**config.mk**
```make
export PLATFORM = sky130hd
export DESIGN_NAME = pbn_node
export DESIGN_NICKNAME = d
export VERILOG_FILES = /design/src/pbn_pkg.sv /design/src/pbn_tbl_if.sv /design/src/pbn_pend_tbl.sv /design/src/pbn_node.sv
export SDC_FILE = /design/constraint.sdc
export NUM_CORES = 1
export LEC_CHECK = 0
export ABC_CLOCK_PERIOD_IN_PS = 2500
export BUFFER_PORTS_ARGS = -buffer_cell sky130_fd_sc_hd__buf_4
export CORE_UTILIZATION = 27
export DETAILED_ROUTE_END_ITERATION = 10
export PLACE_DENSITY = 0.59
export SYNTH_ARGS = -nofsm -noshare
export SYNTH_HDL_FRONTEND = slang
export SYNTH_SLANG_ARGS = --single-unit
```
**constraint.sdc**
```tcl
create_clock -name mclk_in -period 2.5 [get_ports mclk_in]
set_input_delay 0.25 -clock mclk_in [delete_from_list [all_inputs] [get_ports mclk_in]]
set_output_delay 0.25 -clock mclk_in [all_outputs]
set_load 0.02 [all_outputs]
```
**src/pbn_pkg.sv**
```systemverilog
// Purpose: shared constants for the pended bus node controller
// Assumes: one bus cycle per mclk_in period; bus fields sampled as plain synchronous inputs
// Notes:   confirmation code is taken high-true after the bus receivers
//
// Summary of operation
// - I/O node sends interrupt request; processor acknowledges; I/O returns vector.
// - first acknowledge wins; others seeing it clear pending interrupt for that device.
// - arbitration overlaps transfers; granted node transfers in the following cycle.
// - keep-bus line grants the current transmitter the next cycle regardless of requests.
// - bad parity in a later cycle of multi-cycle transfer aborts the transaction.
// - launch bus signals in first phase, capture in second; cycle spans phase one.
// - function codes: 000 noop, 001 command, 010 write data, 011 response, 10n, 11n.
// - read data sequence bit 0 for data cycles 0 and 2, 1 for 1 and 3.
// - 64 payload lines carry command, address, mask or 64 data bits.
// - source identifier carries commander id on command and returned data cycles.
// - grant asserted same cycle as request, captured at cycle end to enable drivers.
// - even parity over 64 data, 3 function and 5 identifier bits.
package pbn_pkg;
	localparam int unsigned DATA_W = 64;
	localparam int unsigned FN_W   = 3;
	localparam int unsigned ID_W   = 5;
	localparam int unsigned CNF_W  = 5;
	localparam int unsigned SLOT_W = 4;
	localparam int unsigned NODES  = 16;

	// cycle function codes
	localparam logic [2:0] FN_NOOP = 3'h0;
	localparam logic [2:0] FN_CMD  = 3'h1;
	localparam logic [2:0] FN_WDAT = 3'h2;
	localparam logic [2:0] FN_NDR  = 3'h3;
	localparam logic [1:0] FN_GRD_HI = 2'h2;
	localparam logic [1:0] FN_CRD_HI = 2'h3;

	// command field values
	localparam logic [3:0] CMD_READ   = 4'h1;
	localparam logic [3:0] CMD_IREAD  = 4'h2;
	localparam logic [3:0] CMD_TAGBAD = 4'h5;
	localparam logic [3:0] CMD_UWRITE = 4'h6;
	localparam logic [3:0] CMD_WRITE  = 4'h7;
	localparam logic [3:0] CMD_INTR   = 4'h8;
	localparam logic [3:0] CMD_IDENT  = 4'h9;
	localparam logic [3:0] CMD_PROCESSOR_TO_PROCESSOR_INTERRUPT = 4'hF;

	// field positions inside the payload lines
	localparam int unsigned CMDF_LO  = 60;
	localparam int unsigned MASK_LO  = 32;
	localparam int unsigned LVL_LO   = 16;
	localparam int unsigned TGT_LO   = 0;
	localparam int unsigned NDR_LOCK = 0;

	// processor interrupt constants
	localparam logic [3:0] IPI_LEVEL  = 4'hE;
	localparam logic [7:0] IPI_VECTOR = 8'h80;
	localparam logic [7:0] INTR_VECTOR_NONE = 8'h00;

	// decoded confirmation values
	localparam logic [1:0] CNF_NACK = 2'h0;
	localparam logic [1:0] CNF_ACK  = 2'h1;
	localparam logic [1:0] CNF_BUSY = 2'h2;
	localparam logic [1:0] CNF_DEF  = 2'h3;

	// error codes reported to the user
	localparam logic [2:0] ERR_TIMEOUT = 3'h1;
	localparam logic [2:0] ERR_BUSY    = 3'h2;
	localparam logic [2:0] ERR_LOCK    = 3'h3;
	localparam logic [2:0] ERR_ABORT   = 3'h4;
	localparam logic [2:0] ERR_CNF     = 3'h5;

	// timing
	localparam int unsigned CLK_NS       = 100;
	localparam int unsigned BUS_MIN_NS   = 80;
	localparam int unsigned BUS_MAX_NS   = 320;
	localparam int unsigned TIMEOUT_US   = 1000;
	localparam int unsigned TIMEOUT_CYC  = TIMEOUT_US * 1000 / CLK_NS;
	localparam int unsigned BUSY_TRIES   = 8;
	localparam int unsigned LOCK_TRIES   = 8;
	localparam int unsigned BACKOFF_CYC  = 16;

	function automatic logic bus_par(input logic [63:0] d, input logic [2:0] f,
		input logic [4:0] i);
		bus_par = ^{d, f, i};
	endfunction

	// returns {uncorrectable, code}
	function automatic logic [2:0] cnf_fix(input logic [4:0] c);
		logic t1;
		logic t2;
		logic t3;
		t1 = c[2] ^ c[0];
		t2 = c[3] ^ c[1];
		t3 = c[4] ^ c[1] ^ c[0];
		if (t1 && t2) begin
			cnf_fix = {1'b1, c[1:0]};
		end else if (!t3) begin
			cnf_fix = {1'b0, c[1:0]};
		end else begin
			cnf_fix = {1'b0, c[3:2]};
		end
	endfunction
endpackage

```
**src/pbn_tbl_if.sv**
```systemverilog
`timescale 1ns/1ns
// Purpose: link between node controller and its pending-interrupt table
// Assumes: single clock
// Notes:   read data returns one cycle after the address
interface pbn_tbl_if;
	logic       wr_en;
	logic [3:0] wr_addr;
	logic [4:0] wr_data;
	logic [3:0] rd_addr;
	logic [4:0] rd_data;
	modport owner (output wr_en, output wr_addr, output wr_data, output rd_addr,
		input rd_data);
	modport store (input wr_en, input wr_addr, input wr_data, input rd_addr,
		output rd_data);
endinterface

```
**src/pbn_pend_tbl.sv**
```systemverilog
`timescale 1ns/1ns
// Purpose: pending-interrupt table, one entry per source slot
// Assumes: entry = {pending, level[3:0]}
// Notes:   registered read; entries cleared at reset
module pbn_pend_tbl
	import pbn_pkg::*;
#(
	parameter int unsigned DEPTH = NODES
) (
	input  wire logic mclk_in,
	input  wire logic resetn_in,
	pbn_tbl_if.store  tbl
);
	logic [4:0] mem_r [DEPTH];

	// ****************************************
	// storage
	// ****************************************
	always_ff @(posedge mclk_in or negedge resetn_in) begin
		if (!resetn_in) begin
			for (int k = 0; k < DEPTH; k++) begin
				mem_r[k] <= 5'h00;
			end
		end else if (tbl.wr_en) begin
			mem_r[tbl.wr_addr] <= tbl.wr_data;
		end
	end

	always_ff @(posedge mclk_in or negedge resetn_in) begin
		if (!resetn_in) begin
			tbl.rd_data <= 5'h00;
		end else begin
			tbl.rd_data <= mem_r[tbl.rd_addr];
		end
	end
endmodule

```
**src/pbn_node.sv**
```systemverilog
`timescale 1ns/1ns
// Purpose: processor-side bus node: commander engine plus bus monitor
// Assumes: one bus cycle per mclk_in; arbiter is external
// Notes:   one transaction at a time, id select bit chosen per command
module pbn_node
	import pbn_pkg::*;
#(
	parameter int unsigned TO_CYC   = TIMEOUT_CYC,
	parameter int unsigned BUSY_MAX = BUSY_TRIES,
	parameter int unsigned LOCK_MAX = LOCK_TRIES,
	parameter int unsigned BACK_CYC = BACKOFF_CYC
) (
	input  wire logic        mclk_in,
	input  wire logic        resetn_in,
	input  wire logic [3:0]  slot_id_in,
	// arbitration
	output logic             cmd_req_out,
	input  wire logic        grant_in,
	input  wire logic        hold_in,
	output logic             hold_out,
	output logic             hold_oe_out,
	// bus fields
	input  wire logic [2:0]  bus_fn_in,
	input  wire logic [4:0]  bus_id_in,
	input  wire logic [63:0] bus_data_in,
	input  wire logic        bus_par_in,
	output logic [2:0]       bus_fn_out,
	output logic [4:0]       bus_id_out,
	output logic [63:0]      bus_data_out,
	output logic             bus_par_out,
	output logic             bus_oe_out,
	input  wire logic [4:0]  conf_in,
	input  wire logic        pfault_in,
	output logic             pfault_out,
	output logic             pfault_oe_out,
	// user command side
	input  wire logic        cmd_valid_in,
	output logic             cmd_ready_out,
	input  wire logic [63:0] cmd_word_in,
	input  wire logic        cmd_sel_in,
	input  wire logic [1:0]  wbeats_in,
	input  wire logic [1:0]  rbeats_in,
	input  wire logic [63:0] wdata_in,
	output logic             wdata_take_out,
	output logic             done_out,
	output logic             release_out,
	output logic             err_out,
	output logic [2:0]       err_code_out,
	output logic             rdata_valid_out,
	output logic [63:0]      rdata_out,
	output logic             rdata_seq_out,
	output logic             rdata_corr_out,
	// received interrupt events
	output logic             ev_valid_out,
	input  wire logic        ev_ready_in,
	output logic [3:0]       ev_level_out,
	output logic [7:0]       ev_vector_out,
	output logic [3:0]       ev_src_out
);
	localparam int unsigned TO_W = $clog2(TO_CYC + 1);
	localparam int unsigned BK_W = $clog2(BACK_CYC + 1);

	typedef enum logic [2:0] {
		ST_IDLE = 3'b000,
		ST_ARB  = 3'b001,
		ST_CMD  = 3'b010,
		ST_WDAT = 3'b011,
		ST_CONF = 3'b100,
		ST_RESP = 3'b101,
		ST_BACK = 3'b110
	} pbn_state_t;

	pbn_state_t  st_r;
	pbn_state_t  st_nxt;
	logic [63:0] cmd_word_r;
	logic        cmd_sel_r;
	logic [1:0]  wbeats_r;
	logic [1:0]  rbeats_r;
	logic [1:0]  wcnt_r;
	logic [1:0]  rcnt_r;
	logic        rgot_r;
	logic [1:0]  cmd_sr_r;
	logic [1:0]  wd_sr_r;
	logic [2:0]  cnf_r;
	logic        cnf_pf_r;
	logic        wd_bad_r;
	logic [3:0]  busy_cnt_r;
	logic [3:0]  lock_cnt_r;
	logic [BK_W-1:0] back_r;
	logic [TO_W-1:0] to_r;
	logic        arb_seen_r;
	// capture registers for the second phase
	logic [2:0]  rx_fn_r;
	logic [4:0]  rx_id_r;
	logic [63:0] rx_data_r;
	logic        rx_bad_r;
	logic        rx_valid_r;

	logic [3:0]  cmd_code;
	logic [4:0]  my_id;
	logic        is_read;
	logic        rx_ok;
	logic        rx_mine;
	logic        rx_cmd;
	logic        rx_to_me;
	logic        rx_rdata;
	logic        timeout;
	logic        fin_done;
	logic        fin_rel;
	logic        fin_err;
	logic [2:0]  fin_code;
	logic        hold_drv;

	pbn_tbl_if tbl ();

	pbn_pend_tbl #(.DEPTH(NODES)) u_tbl (
		.mclk_in   (mclk_in),
		.resetn_in (resetn_in),
		.tbl       (tbl.store)
	);

	// ****************************************
	// decode
	// ****************************************
	assign cmd_code = cmd_word_r[CMDF_LO +: 4];
	assign my_id    = {slot_id_in, cmd_sel_r};
	assign is_read  = (cmd_code == CMD_READ) || (cmd_code == CMD_IREAD)
		|| (cmd_code == CMD_IDENT);
	assign rx_ok    = rx_valid_r && !rx_bad_r;
	assign rx_cmd   = rx_ok && (rx_fn_r == FN_CMD);
	assign rx_to_me = rx_data_r[MASK_LO + slot_id_in];
	assign rx_mine  = rx_ok && (rx_id_r == my_id);
	assign rx_rdata = rx_mine && rx_fn_r[2];
	assign timeout  = (to_r == TO_W'(TO_CYC - 1));
	assign cmd_ready_out = (st_r == ST_IDLE);
	assign hold_out    = hold_drv || (ev_valid_out && !ev_ready_in);
	assign hold_oe_out = hold_out;
	assign wdata_take_out = (st_nxt == ST_WDAT);

	// ****************************************
	// next state and completion
	// ****************************************
	always_comb begin
		st_nxt   = st_r;
		fin_done = 1'b0;
		fin_rel  = 1'b0;
		fin_err  = 1'b0;
		fin_code = ERR_ABORT;
		case (st_r)
			ST_IDLE: begin
				if (cmd_valid_in) begin
					st_nxt = ST_ARB;
				end
			end
			ST_ARB: begin
				if (cmd_code == CMD_IDENT && arb_seen_r && !tbl.rd_data[4]) begin
					fin_rel = 1'b1;
					st_nxt  = ST_IDLE;
				end else if (grant_in) begin
					st_nxt = ST_CMD;
				end
			end
			ST_CMD: begin
				st_nxt = (wbeats_r != 2'h0) ? ST_WDAT : ST_CONF;
			end
			ST_WDAT: begin
				if (wcnt_r == wbeats_r) begin
					st_nxt = ST_CONF;
				end
			end
			ST_CONF: begin
				if (cmd_sr_r == 2'h0 && wd_sr_r == 2'h0) begin
					if (wd_bad_r || cnf_pf_r) begin
						fin_err = 1'b1;
						st_nxt  = ST_IDLE;
					end else if (cnf_r[2]) begin
						fin_err  = 1'b1;
						fin_code = ERR_CNF;
						st_nxt   = ST_IDLE;
					end else if (cnf_r[1:0] == CNF_BUSY) begin
						if (busy_cnt_r == 4'(BUSY_MAX - 1)) begin
							fin_err  = 1'b1;
							fin_code = ERR_BUSY;
							st_nxt   = ST_IDLE;
						end else begin
							st_nxt = ST_ARB;
						end
					end else if (cnf_r[1:0] == CNF_NACK) begin
						fin_err = 1'b1;
						st_nxt  = ST_IDLE;
					end else if (cnf_r[1:0] == CNF_DEF || is_read) begin
						st_nxt = ST_RESP;
					end else begin
						fin_done = 1'b1;
						st_nxt   = ST_IDLE;
					end
				end
			end
			ST_RESP: begin
				if (rx_valid_r && rx_bad_r && rgot_r) begin
					fin_err = 1'b1;
					st_nxt  = ST_IDLE;
				end else if (rx_mine && rx_fn_r == FN_NDR) begin
					if (cmd_code == CMD_IREAD && rx_data_r[NDR_LOCK]) begin
						if (lock_cnt_r == 4'(LOCK_MAX - 1)) begin
							fin_err  = 1'b1;
							fin_code = ERR_LOCK;
							st_nxt   = ST_IDLE;
						end else begin
							st_nxt = ST_BACK;
						end
					end else begin
						fin_done = 1'b1;
						st_nxt   = ST_IDLE;
					end
				end else if (rx_rdata && rcnt_r == rbeats_r) begin
					fin_done = 1'b1;
					st_nxt   = ST_IDLE;
				end
			end
			ST_BACK: begin
				// unlock write ends the wait early
				if (back_r == BK_W'(0) || (rx_cmd && rx_data_r[CMDF_LO +: 4] == CMD_UWRITE)) begin
					st_nxt = ST_ARB;
				end
			end
			default: begin
				st_nxt = ST_IDLE;
			end
		endcase
		if (st_r != ST_IDLE && timeout) begin
			st_nxt   = ST_IDLE;
			fin_done = 1'b0;
			fin_rel  = 1'b0;
			fin_err  = 1'b1;
			fin_code = ERR_TIMEOUT;
		end
	end

	always_ff @(posedge mclk_in or negedge resetn_in) begin
		if (!resetn_in) begin
			st_r <= ST_IDLE;
		end else begin
			st_r <= st_nxt;
		end
	end

	// ****************************************
	// command capture and counters
	// ****************************************
	always_ff @(posedge mclk_in or negedge resetn_in) begin
		if (!resetn_in) begin
			cmd_word_r <= 64'h0;
			cmd_sel_r  <= 1'b0;
			wbeats_r   <= 2'h0;
			rbeats_r   <= 2'h0;
		end else if (st_r == ST_IDLE && cmd_valid_in) begin
			cmd_word_r <= cmd_word_in;
			cmd_sel_r  <= cmd_sel_in;
			wbeats_r   <= wbeats_in;
			rbeats_r   <= rbeats_in;
		end
	end

	always_ff @(posedge mclk_in or negedge resetn_in) begin
		if (!resetn_in) begin
			to_r       <= '0;
			busy_cnt_r <= 4'h0;
			lock_cnt_r <= 4'h0;
			back_r     <= '0;
			arb_seen_r <= 1'b0;
		end else begin
			// counted in bus cycles, so the 1000 us limit holds only at the CLK_NS clock period
			to_r       <= (st_nxt == ST_IDLE) ? '0 : to_r + TO_W'(1);
			arb_seen_r <= (st_r == ST_ARB) && (st_nxt == ST_ARB);
			if (st_r == ST_IDLE) begin
				busy_cnt_r <= 4'h0;
				lock_cnt_r <= 4'h0;
			end else if (st_r == ST_CONF && st_nxt == ST_ARB) begin
				busy_cnt_r <= busy_cnt_r + 4'h1;
			end else if (st_nxt == ST_BACK && st_r == ST_RESP) begin
				lock_cnt_r <= lock_cnt_r + 4'h1;
			end
			back_r <= (st_r == ST_BACK) ? back_r - BK_W'(1) : BK_W'(BACK_CYC);
		end
	end

	// ****************************************
	// bus drive
	// ****************************************
	always_ff @(posedge mclk_in or negedge resetn_in) begin
		if (!resetn_in) begin
			bus_fn_out   <= FN_NOOP;
			bus_id_out   <= 5'h00;
			bus_data_out <= 64'h0;
			bus_par_out  <= 1'b0;
			bus_oe_out   <= 1'b0;
			hold_drv     <= 1'b0;
			wcnt_r       <= 2'h0;
		end else if (st_nxt == ST_CMD) begin
			bus_fn_out   <= FN_CMD;
			bus_id_out   <= my_id;
			bus_data_out <= cmd_word_r;
			bus_par_out  <= bus_par(cmd_word_r, FN_CMD, my_id);
			bus_oe_out   <= 1'b1;
			// keep the bus for write data
			hold_drv     <= (wbeats_r != 2'h0);
			wcnt_r       <= 2'h0;
		end else if (st_nxt == ST_WDAT) begin
			bus_fn_out   <= FN_WDAT;
			bus_id_out   <= my_id;
			bus_data_out <= wdata_in;
			bus_par_out  <= bus_par(wdata_in, FN_WDAT, my_id);
			bus_oe_out   <= 1'b1;
			hold_drv     <= (wcnt_r + 2'h2 <= wbeats_r);
			wcnt_r       <= wcnt_r + 2'h1;
		end else begin
			// undriven bus reads as noop with good parity
			bus_fn_out   <= FN_NOOP;
			bus_id_out   <= 5'h00;
			bus_data_out <= 64'h0;
			bus_par_out  <= 1'b0;
			bus_oe_out   <= 1'b0;
			hold_drv     <= 1'b0;
		end
	end

	assign cmd_req_out = (st_r == ST_ARB);

	// ****************************************
	// confirmation tracking, two cycles behind
	// ****************************************
	always_ff @(posedge mclk_in or negedge resetn_in) begin
		if (!resetn_in) begin
			cmd_sr_r <= 2'h0;
			wd_sr_r  <= 2'h0;
			cnf_r    <= 3'h0;
			cnf_pf_r <= 1'b0;
			wd_bad_r <= 1'b0;
		end else begin
			cmd_sr_r <= {cmd_sr_r[0], st_r == ST_CMD};
			wd_sr_r  <= {wd_sr_r[0], st_r == ST_WDAT};
			if (st_r == ST_CMD) begin
				wd_bad_r <= 1'b0;
			end else if (wd_sr_r[1] && (pfault_in || cnf_fix(conf_in) != {1'b0, CNF_ACK})) begin
				wd_bad_r <= 1'b1;
			end
			if (cmd_sr_r[1]) begin
				cnf_r    <= cnf_fix(conf_in);
				cnf_pf_r <= pfault_in;
			end
		end
	end

	// ****************************************
	// receive capture and parity check
	// ****************************************
	// capture every cycle before use
	always_ff @(posedge mclk_in or negedge resetn_in) begin
		if (!resetn_in) begin
			rx_fn_r    <= FN_NOOP;
			rx_id_r    <= 5'h00;
			rx_data_r  <= 64'h0;
			rx_bad_r   <= 1'b0;
			rx_valid_r <= 1'b0;
		end else begin
			rx_fn_r    <= bus_fn_in;
			rx_id_r    <= bus_id_in;
			rx_data_r  <= bus_data_in;
			rx_bad_r   <= bus_par(bus_data_in, bus_fn_in, bus_id_in) != bus_par_in;
			rx_valid_r <= 1'b1;
		end
	end

	// fault lands in the confirmation slot
	always_ff @(posedge mclk_in or negedge resetn_in) begin
		if (!resetn_in) begin
			pfault_out <= 1'b0;
		end else begin
			pfault_out <= rx_valid_r && rx_bad_r;
		end
	end
	assign pfault_oe_out = pfault_out;

	// ****************************************
	// pending interrupt table upkeep
	// ****************************************
	always_comb begin
		tbl.wr_en   = 1'b0;
		tbl.wr_addr = rx_id_r[4:1];
		tbl.wr_data = 5'h00;
		tbl.rd_addr = cmd_word_r[TGT_LO +: 4];
		if (rx_cmd && rx_data_r[CMDF_LO +: 4] == CMD_INTR && rx_to_me) begin
			// remember the request and its level
			tbl.wr_en   = 1'b1;
			tbl.wr_data = {1'b1, rx_data_r[LVL_LO +: 4]};
		end else if (rx_cmd && rx_data_r[CMDF_LO +: 4] == CMD_IDENT) begin
			tbl.wr_en   = 1'b1;
			tbl.wr_addr = rx_data_r[TGT_LO +: 4];
		end
	end

	// ****************************************
	// user results and events
	// ****************************************
	always_ff @(posedge mclk_in or negedge resetn_in) begin
		if (!resetn_in) begin
			done_out        <= 1'b0;
			release_out     <= 1'b0;
			err_out         <= 1'b0;
			err_code_out    <= 3'h0;
			rdata_valid_out <= 1'b0;
			rdata_out       <= 64'h0;
			rdata_seq_out   <= 1'b0;
			rdata_corr_out  <= 1'b0;
			rcnt_r          <= 2'h0;
			rgot_r          <= 1'b0;
		end else begin
			done_out        <= fin_done;
			release_out     <= fin_rel;
			err_out         <= fin_err;
			err_code_out    <= fin_err ? fin_code : 3'h0;
			rdata_valid_out <= 1'b0;
			if (st_r != ST_RESP) begin
				rcnt_r <= 2'h0;
				rgot_r <= 1'b0;
			end else if (rx_rdata) begin
				rdata_valid_out <= 1'b1;
				rdata_out       <= rx_data_r;
				rdata_seq_out   <= rx_fn_r[0];
				rdata_corr_out  <= (rx_fn_r[2:1] == FN_CRD_HI);
				rcnt_r          <= rcnt_r + 2'h1;
				rgot_r          <= 1'b1;
			end
		end
	end

	always_ff @(posedge mclk_in or negedge resetn_in) begin
		if (!resetn_in) begin
			ev_valid_out  <= 1'b0;
			ev_level_out  <= 4'h0;
			ev_vector_out <= 8'h00;
			ev_src_out    <= 4'h0;
		end else if (rx_cmd && rx_to_me && rx_data_r[CMDF_LO +: 4] == CMD_PROCESSOR_TO_PROCESSOR_INTERRUPT) begin
			ev_valid_out  <= 1'b1;
			ev_level_out  <= IPI_LEVEL;
			ev_vector_out <= IPI_VECTOR;
			ev_src_out    <= rx_id_r[4:1];
		end else if (rx_cmd && rx_to_me && rx_data_r[CMDF_LO +: 4] == CMD_INTR) begin
			ev_valid_out  <= 1'b1;
			ev_level_out  <= rx_data_r[LVL_LO +: 4];
			ev_vector_out <= INTR_VECTOR_NONE;
			ev_src_out    <= rx_id_r[4:1];
		end else if (ev_ready_in) begin
			ev_valid_out <= 1'b0;
		end
	end
endmodule

```
After elaboration in Yosys (flattened, before gate mapping)
Cells that the tools add are included.

word-level totals
  flip-flop bits (word level) = 439
  output and inout port bits = 171
  logic and storage cells = 282

operators by class
  add/sub/neg operators = 8
  magnitude comparators = 5
  equal/unequal tests = 32
  multiplexer cells = 113
  bitwise logic cells = 7
  reduce and logical (&&, ||, !) cells = 58

operators with widths
  kind                     number
  $reduce_xor A72 Y1       3
  $mux W64                 2
  $mux W3                  31
  $bwmux W80               1
  $mux W1                  44
  $mux W4                  11
  $mux W5                  7
  $logic_and A1 B1 Y1      28
  $pmux W3 S7              1
  $bmux W5 S4              1
  $demux W5 S4             1
  $eq A4 B4 Y1 const B     4
  $mux W8                  2
  $eq A3 B2 Y1 const B     5
  $add A14 B1 Y14 const B  1
  $eq A14 B14 Y1 const B   1
  $mux W14                 1
  $mux W2                  7
  $reduce_bool A2 Y1       7
  $eq A3 B3 Y1 const B     4
  $eq A4 B3 Y1 const B     3
  $ge A5 B5 Y1 const B     2
  $not A4 Y5               2
  $eq A3 B1 Y1 const B     3
  other kinds (29)         51

Logic depth before layout (Yosys ltp)
  depth after elaboration = 17
  mapped depth = 12

By module
From an unflattened synthesis, not the netlist that was laid out.

unflattened totals
  cells, all modules = 1566
  area, all modules = 19038.3 um^2

by module, submodules not included
  module        times used  cells each  area each (um^2)  seq. area each (um^2)
  pbn_node      1           1320        15238.4           8658.3
  pbn_pend_tbl  1           246         3799.9            2127.0

Least setup slack after synthesis
No wires, ideal clock.

  path kind = reg2reg
  start point = register st_r[1]
  end point = register busy_cnt_r[3]
  setup time = 0.078 ns
  arrival time = 2.681 ns
  data required time = 2.422 ns
  path slack = -0.259 ns
  cell stages (with the launch flop) = 9
  path buffers = 1
  cells stage by stage = dfrtp_1 -> buf_2 -> nor3b_1 -> nand3b_1 -> and3b_1 -> o211a_2 -> or4_4 -> or3_1 -> a21oi_1

between the ends
  elaborated cells between the ends (all ways) = 24
  classes of those cells = eq/ne (7); mux (12); reduce/logical (5)

RTL lines
  element                       line             text
  start, declared               pbn_node.sv:73   pbn_state_t st_r;
  start signal, assigned        pbn_node.sv:244  st_r <= st_nxt;
  $eq A3 B1 Y1                  --
  via cmd_req_out               pbn_node.sv:17   output logic cmd_req_out,
  $pmux W3 S7                   pbn_node.sv:149  case (st_r)
  $mux W3                       pbn_node.sv:231  if (st_r != ST_IDLE && timeout) begin
  $eq A3 B1 Y1                  pbn_node.sv:279  end else if (st_r == ST_CONF && st_nxt == ST_ARB) begin
  $logic_and A1 B1 Y1           pbn_node.sv:279
  $reduce_bool A2 Y1 (no line)  --
  end signal, assigned          pbn_node.sv:280  busy_cnt_r <= busy_cnt_r + 4'h1;
  end, declared                 pbn_node.sv:87   logic [3:0] busy_cnt_r;

The timed path passes the listed nets, and every way through them passes these cells.
A chain may end at the register's enable or synchronous reset.

Worst setup path after layout
  start point = register rx_data_r[63]
  end point = output port wdata_take_out

between the ends
  cells in the longest elaborated chain, start to end = 7

RTL lines
  element                 line             text
  start, declared         pbn_node.sv:95   logic [63:0] rx_data_r;
  start signal, assigned  pbn_node.sv:369  rx_data_r <= bus_data_in;
  $eq A4 B3 Y1            pbn_node.sv:223  if (back_r == BK_W'(0) || (rx_cmd && rx_data_r[CMDF_LO +: 4] == CMD_UWRITE)) begin
  $logic_and A1 B1 Y1     pbn_node.sv:223
  $logic_or A1 B1 Y1      pbn_node.sv:223
  $mux W3                 pbn_node.sv:223
  $pmux W3 S7             pbn_node.sv:149
  $mux W3                 pbn_node.sv:231
  $eq A3 B2 Y1            pbn_node.sv:138  assign wdata_take_out = (st_nxt == ST_WDAT);
  end, declared           pbn_node.sv:44   output logic wdata_take_out,

No other way between the ends.

==> flow_summary.html <==
<table>
<tr><th>Metric</th><th>Value</th></tr>
<tr><th colspan="2">Status</th></tr>
<tr><td>Outcome</td><td>complete, but fails checks</td></tr>
<tr><td>Violated checks</td><td>setup timing</td></tr>
<tr><th colspan="2">Critical path</th></tr>
<tr><td>Highest fanout seen on the critical path</td><td>3</td></tr>
<tr><td>Worst flop-to-flop path endpoint</td><td>bus_data_out[0]$_DFF_PN0_</td></tr>
<tr><td>Depth of the worst register-to-register path</td><td>10</td></tr>
<tr><td>Slowest-stage cell, CP</td><td>sky130_fd_sc_hd__or4bb_4</td></tr>
<tr><td>Cell family contributing the most delay on the critical path</td><td>simple AND/OR/NAND/NOR gates</td></tr>
<tr><td>Cell count along the critical path</td><td>8</td></tr>
<tr><td>Arrival time at the worst endpoint</td><td>2.59 ns</td></tr>
<tr><td>Startpoint class of the critical path</td><td>register</td></tr>
<tr><td>Kind of end point of the critical path</td><td>output pin</td></tr>
<tr><td>Worst reg-to-reg setup slack</td><td>-0.20 ns</td></tr>
<tr><td>Critical path buffer and inverter count</td><td>3</td></tr>
<tr><td>Data required time at the worst endpoint</td><td>2.25 ns</td></tr>
<tr><td>Cells along the critical path</td><td>or4bb_4, o31ai_4, a32oi_2, o211a_4, buf_4, nor3_4, buf_12, buf_8</td></tr>
<tr><td>CP max stage delay</td><td>0.54 ns</td></tr>
<tr><td>Critical R2R Launch</td><td>to_r[4]$_DFF_PN0_</td></tr>
<tr><td>Path type of the worst setup path</td><td>reg2out</td></tr>
<tr><th colspan="2">Cells and area</th></tr>
<tr><td>Layout cells sized above 1</td><td>between 40 and 50%</td></tr>
<tr><td>Synthesis-to-finish area growth</td><td>55.89%</td></tr>
<tr><td>Layout fillers</td><td>a little over 5000</td></tr>
<tr><td>Layout Nets</td><td>between 2000 and 2500</td></tr>
<tr><td>Most frequent standard cell in the layout excluding fill and tap cells</td><td>sky130_fd_sc_hd__buf_4</td></tr>
<tr><td>Final instance area</td><td>24450 um^2</td></tr>
<tr><td>Area of combinational cells with multiple inputs</td><td>6550 um^2</td></tr>
<tr><td>FF+latch area</td><td>9085 um^2</td></tr>
<tr><td>Most frequent cells in the layout</td><td>481 x sky130_fd_sc_hd__buf_4, 362 x sky130_fd_sc_hd__dfrtp_1, 206 x sky130_fd_sc_hd__dlygate4sd3_1, 190 x sky130_fd_sc_hd__xnor2_1, 150 x sky130_fd_sc_hd__mux2_2</td></tr>
<tr><th colspan="2">Detailed routing</th></tr>
<tr><td>DRC marker count from the first detailed-route iteration</td><td>533</td></tr>
<tr><td>Drc violations</td><td>0</td></tr>
<tr><td>Routed Wire Length</td><td>51050 um</td></tr>
<tr><td>Ratio of routed vias to standard cells</td><td>about 4.4</td></tr>
<tr><td>Vias</td><td>11920</td></tr>
<tr><td>Wirelength per Cell</td><td>about 19 um</td></tr>
<tr><td>Pre-Repair DR Iteration Count</td><td>5</td></tr>
<tr><td>Number of nets with antenna violations after routing</td><td>0</td></tr>
<tr><th colspan="2">Synth</th></tr>
<tr><td>Flops &amp; latches, synth</td><td>363</td></tr>
<tr><td>Share of the synthesized area in compound gates (AO/OA/AOI/OAI)</td><td>under 10%</td></tr>
<tr><td>Dominant synthesized flop cell</td><td>sky130_fd_sc_hd__dfrtp_1</td></tr>
<tr><td>Fraction of synthesized cell area taken by the top area cell type</td><td>around 58%</td></tr>
<tr><td>Number of flops mapped to enable cells by yosys</td><td>0</td></tr>
<tr><td>Number of distinct standard cells referenced by the synthesized netlist</td><td>65</td></tr>
<tr><td>Simple logic cell fraction of the synthesized area</td><td>6.869%</td></tr>
<tr><td>Proportion of synthesized chip area in sequential cells</td><td>57.92%</td></tr>
<tr><td>Cell taking the most area after synthesis</td><td>sky130_fd_sc_hd__dfrtp_1</td></tr>
<tr><td>Async SR Flop Fraction</td><td>100.0%</td></tr>
<tr><td>Combinational family with the most area after synthesis</td><td>XOR/XNOR gates</td></tr>
<tr><td>Adder-cell share of the synthesized area</td><td>0.7978%</td></tr>
<tr><td>Fraction of synthesized area in multiplexers</td><td>12.59%</td></tr>
<tr><td>Gate count of the mapped netlist</td><td>1176</td></tr>
<tr><td>Fraction of synthesized cell area in xor and xnor cells</td><td>12.74%</td></tr>
<tr><td>Synth Warn #</td><td>0</td></tr>
<tr><td>Synth Area per Inst</td><td>13.34 um^2</td></tr>
<tr><td>Area contributors post-synth</td><td>sky130_fd_sc_hd__dfrtp_1 58%, sky130_fd_sc_hd__mux2_2 11%, sky130_fd_sc_hd__xnor2_1 11%</td></tr>
<tr><td>Syn Std Cell Area</td><td>15680 um^2</td></tr>
<tr><th colspan="2">Timing</th></tr>
<tr><td>Final-report hold violation count</td><td>0</td></tr>
<tr><td>Slew of the pin with the lowest slew margin</td><td>roughly 0.54 ns</td></tr>
<tr><td>Post-route minimum period</td><td>2.839 ns</td></tr>
<tr><td>RSZ-0062 raised after global routing</td><td>true</td></tr>
<tr><td>Max_slew headroom</td><td>between 60 and 70%</td></tr>
<tr><td>Final Setup Violations</td><td>75</td></tr>
<tr><td>Final critical-path share of the clock period</td><td>113.5%</td></tr>
<tr><td>Final clock skew</td><td>approximately 0.032 ns</td></tr>
<tr><td>Final number of max-transition violations</td><td>0</td></tr>
<tr><td>Max Clock Freq</td><td>352.3 MHz</td></tr>
<tr><td>Worst setup slack after layout</td><td>-0.3386 ns</td></tr>
<tr><th colspan="2">GRT</th></tr>
<tr><td>Pin count of the biggest net entering global routing</td><td>73</td></tr>
<tr><td>Global-route wire length before repair</td><td>77360 um</td></tr>
<tr><td>Remaining global-route overflow</td><td>0</td></tr>
<tr><td>Via count of the first global-routing pass</td><td>12920</td></tr>
<tr><td>Number of antenna violations at the first check in global routing</td><td>2</td></tr>
<tr><td>GR Util All Layers</td><td>17.09%</td></tr>
<tr><th colspan="2">CTS</th></tr>
<tr><td>Clock tree from TritonCTS</td><td>done</td></tr>
<tr><td>Later-pin clock latency in the skew report</td><td>roughly 0.56 ns</td></tr>
<tr><td>Num CTS Buffers</td><td>42</td></tr>
<tr><td>Maximum number of buffers from clock root to sink</td><td>3</td></tr>
<tr><td>Clock transition at the registers of the reported paths</td><td>0.06 ns</td></tr>
<tr><td>Deepest level of the CTS H-tree</td><td>2</td></tr>
<tr><td>Buffer type at the clock tree root</td><td>sky130_fd_sc_hd__clkbuf_16</td></tr>
<tr><td>Clock sinks</td><td>363</td></tr>
<tr><th colspan="2">Placed design</th></tr>
<tr><td>Global placer's final weighted congestion</td><td>between 0.8 and 0.9</td></tr>
<tr><td>Count of port buffers added during placement</td><td>383</td></tr>
<tr><td>Area post-placement</td><td>20250 um^2</td></tr>
<tr><td>Placed wire-length estimate</td><td>36180 um</td></tr>
<tr><th colspan="2">Die</th></tr>
<tr><td>Boundary pin count</td><td>about 390</td></tr>
<tr><td>Area of the die</td><td>59060 um^2</td></tr>
<tr><td>Die Span Y</td><td>about 240 um</td></tr>
<tr><td>Cell row count</td><td>87</td></tr>
<tr><td>Area inside the core boundary</td><td>between 50000 and 60000 um^2</td></tr>
<tr><td>Effective utilization at floorplan</td><td>~28%</td></tr>
<tr><td>Horizontal die dimension</td><td>between 200 and 250 um</td></tr>
<tr><th colspan="2">Min path</th></tr>
<tr><td>Number of instances on the worst hold path</td><td>2</td></tr>
<tr><td>End point of the most critical hold path</td><td>bus_data_out[7]$_DFF_PN0_</td></tr>
<tr><td>Worst min path class</td><td>in2reg</td></tr>
<tr><td>Worst Min Path Start</td><td>wdata_in[7]</td></tr>
<tr><th colspan="2">Power and ir drop</th></tr>
<tr><td>Part of the total power dissipated in combinational logic</td><td>between 40% and 50%</td></tr>
<tr><td>Cell area power density</td><td>between 1000 and 1500 nW/um^2</td></tr>
<tr><td>Switching share of power</td><td>33.26%</td></tr>
<tr><td>Maximum vdd ir drop</td><td>0.001384 V</td></tr>
<tr><td>Total power of the final layout</td><td>26310 uW</td></tr>
<tr><td>Part of the total power dissipated in the clock network</td><td>24.3%</td></tr>
<tr><td>Share of power burned in registers</td><td>slightly above 30%</td></tr>
<tr><td>Design internal power</td><td>17560 uW</td></tr>
<tr><td>Net Sw Power</td><td>between 8000 and 9000 uW</td></tr>
<tr><td>Static leakage power</td><td>0.01134 uW</td></tr>
<tr><th colspan="2">Run</th></tr>
<tr><td>Max-capacitance violation count</td><td>0</td></tr>
</table>
-- layout make-up --
class,instances,area share (%)
inverter,21,0.3429
clock inverter,12,0.7830
tap,756,3.869
antenna,2,0.02047
clock buffer,58,5.000
timing repair buffer,726,26.04
multi-input combinational,744,26.79
sequential,363,37.16
-- power by group through the flow --
stage          clock network, uW  logic (uW)  registers, uW
2_1_floorplan                  0        6890           8170
4_1_cts                     6590       11600           7950
3_5_place_dp                   0       10400           8050
5_1_grt                     6800       12700           8110
6_report                    6380       12000           7970
3_3_place_gp                   0       10300           8010
-- synth_stat cells, drive strengths merged, types with 8 or more instances --
library cell    n
nor2           63
a21oi          11
mux4           10
clkbuf         23
a31oi           8
and2            9
o21ai          25
nand2b          9
nor3            8
a22o           67
inv            20
buf            33
ha             10
dfrtp         363
xnor2         191
mux2          150
xor2           32
nand3          17
nand2          33
-- metrics by stage --
stage | utilization, % | hold slack, ns | TNS [ns] | instances | setup WS (ns)
detailed placement | 35.57 | 0.2319 | -9.929 | 2371 | -0.1641
finish | 42.95 | 0.04193 | -10.65 | 2682 | -0.3386
global route | 42.94 | 0.01403 | -17.83 | 2680 | -0.3989
CTS | 42.43 | 0.008802 | -4.553 | 2666 | -0.4309
floorplan | - | -0.04559 | -4.739 | 1183 | -0.1126
global placement | 35.57 | 0.2259 | -6.710 | 2371 | -0.1218
-- sequential cells by signal (all words and copies together) (netlist names), 4 cells and up --
register      count
back_r            5
cmd_word_r       64
ev_src_out        4
bus_data_out     64
rx_data_r        64
to_r             14
rx_id_r           5
busy_cnt_r        4
ev_level_out      4
u_tbl.mem_r      16
lock_cnt_r        4
bus_id_out        5
rdata_out        64
-- kinds of logic after synthesis --
| family | Yosys count |
|---|---|
| adder cells (fa/ha/maj) | 10 |
| other | 2 |
| AND/OR/NAND/NOR | 196 |
| AO/OA/AOI/OAI | 137 |
| buffers and inverters | 77 |
| flip-flops | 363 |
| XOR/XNOR | 225 |
| multiplexers | 166 |
-- how the worst max path moves through the flow --
| stage | startpoint | endpoint | slack, ns |
|---|---|---|---|
| finish | rx_data_r[63]$_DFF_PN0_ | wdata_take_out | -0.34 |
| global route | rx_data_r[63]$_DFF_PN0_ | wdata_take_out | -0.40 |
| CTS | rx_data_r[63]$_DFF_PN0_ | wdata_take_out | -0.43 |
| detailed placement | cmd_word_r[60]$_DFFE_PN0P_ | bus_data_out[10]$_DFF_PN0_ | -0.16 |
| global placement | back_r[0]$_DFF_PN0_ | busy_cnt_r[3]$_DFFE_PN0P_ | -0.12 |
| floorplan | to_r[4]$_DFF_PN0_ | bus_data_out[28]$_DFF_PN0_ | -0.11 |
-- timing repair --
item	CTS	global route
gates resized for setup	41	33
hold endpoints to repair	254	0
hold buffers	206	0
gates cloned	6	3
pin swaps	22	9
setup endpoints to repair	77	110
setup buffers	13	11
-- routing by layer --
| metal | GRT usage (%) | routed length (um) |
|---|---|---|
| met5 | 0 | 8 |
| met4 | 4.458 | 1148 |
| met3 | 4.600 | 3673 |
| met2 | 29.85 | 25410 |
| met1 | 20.64 | 20810 |
Power figures use the tool's default switching activity.
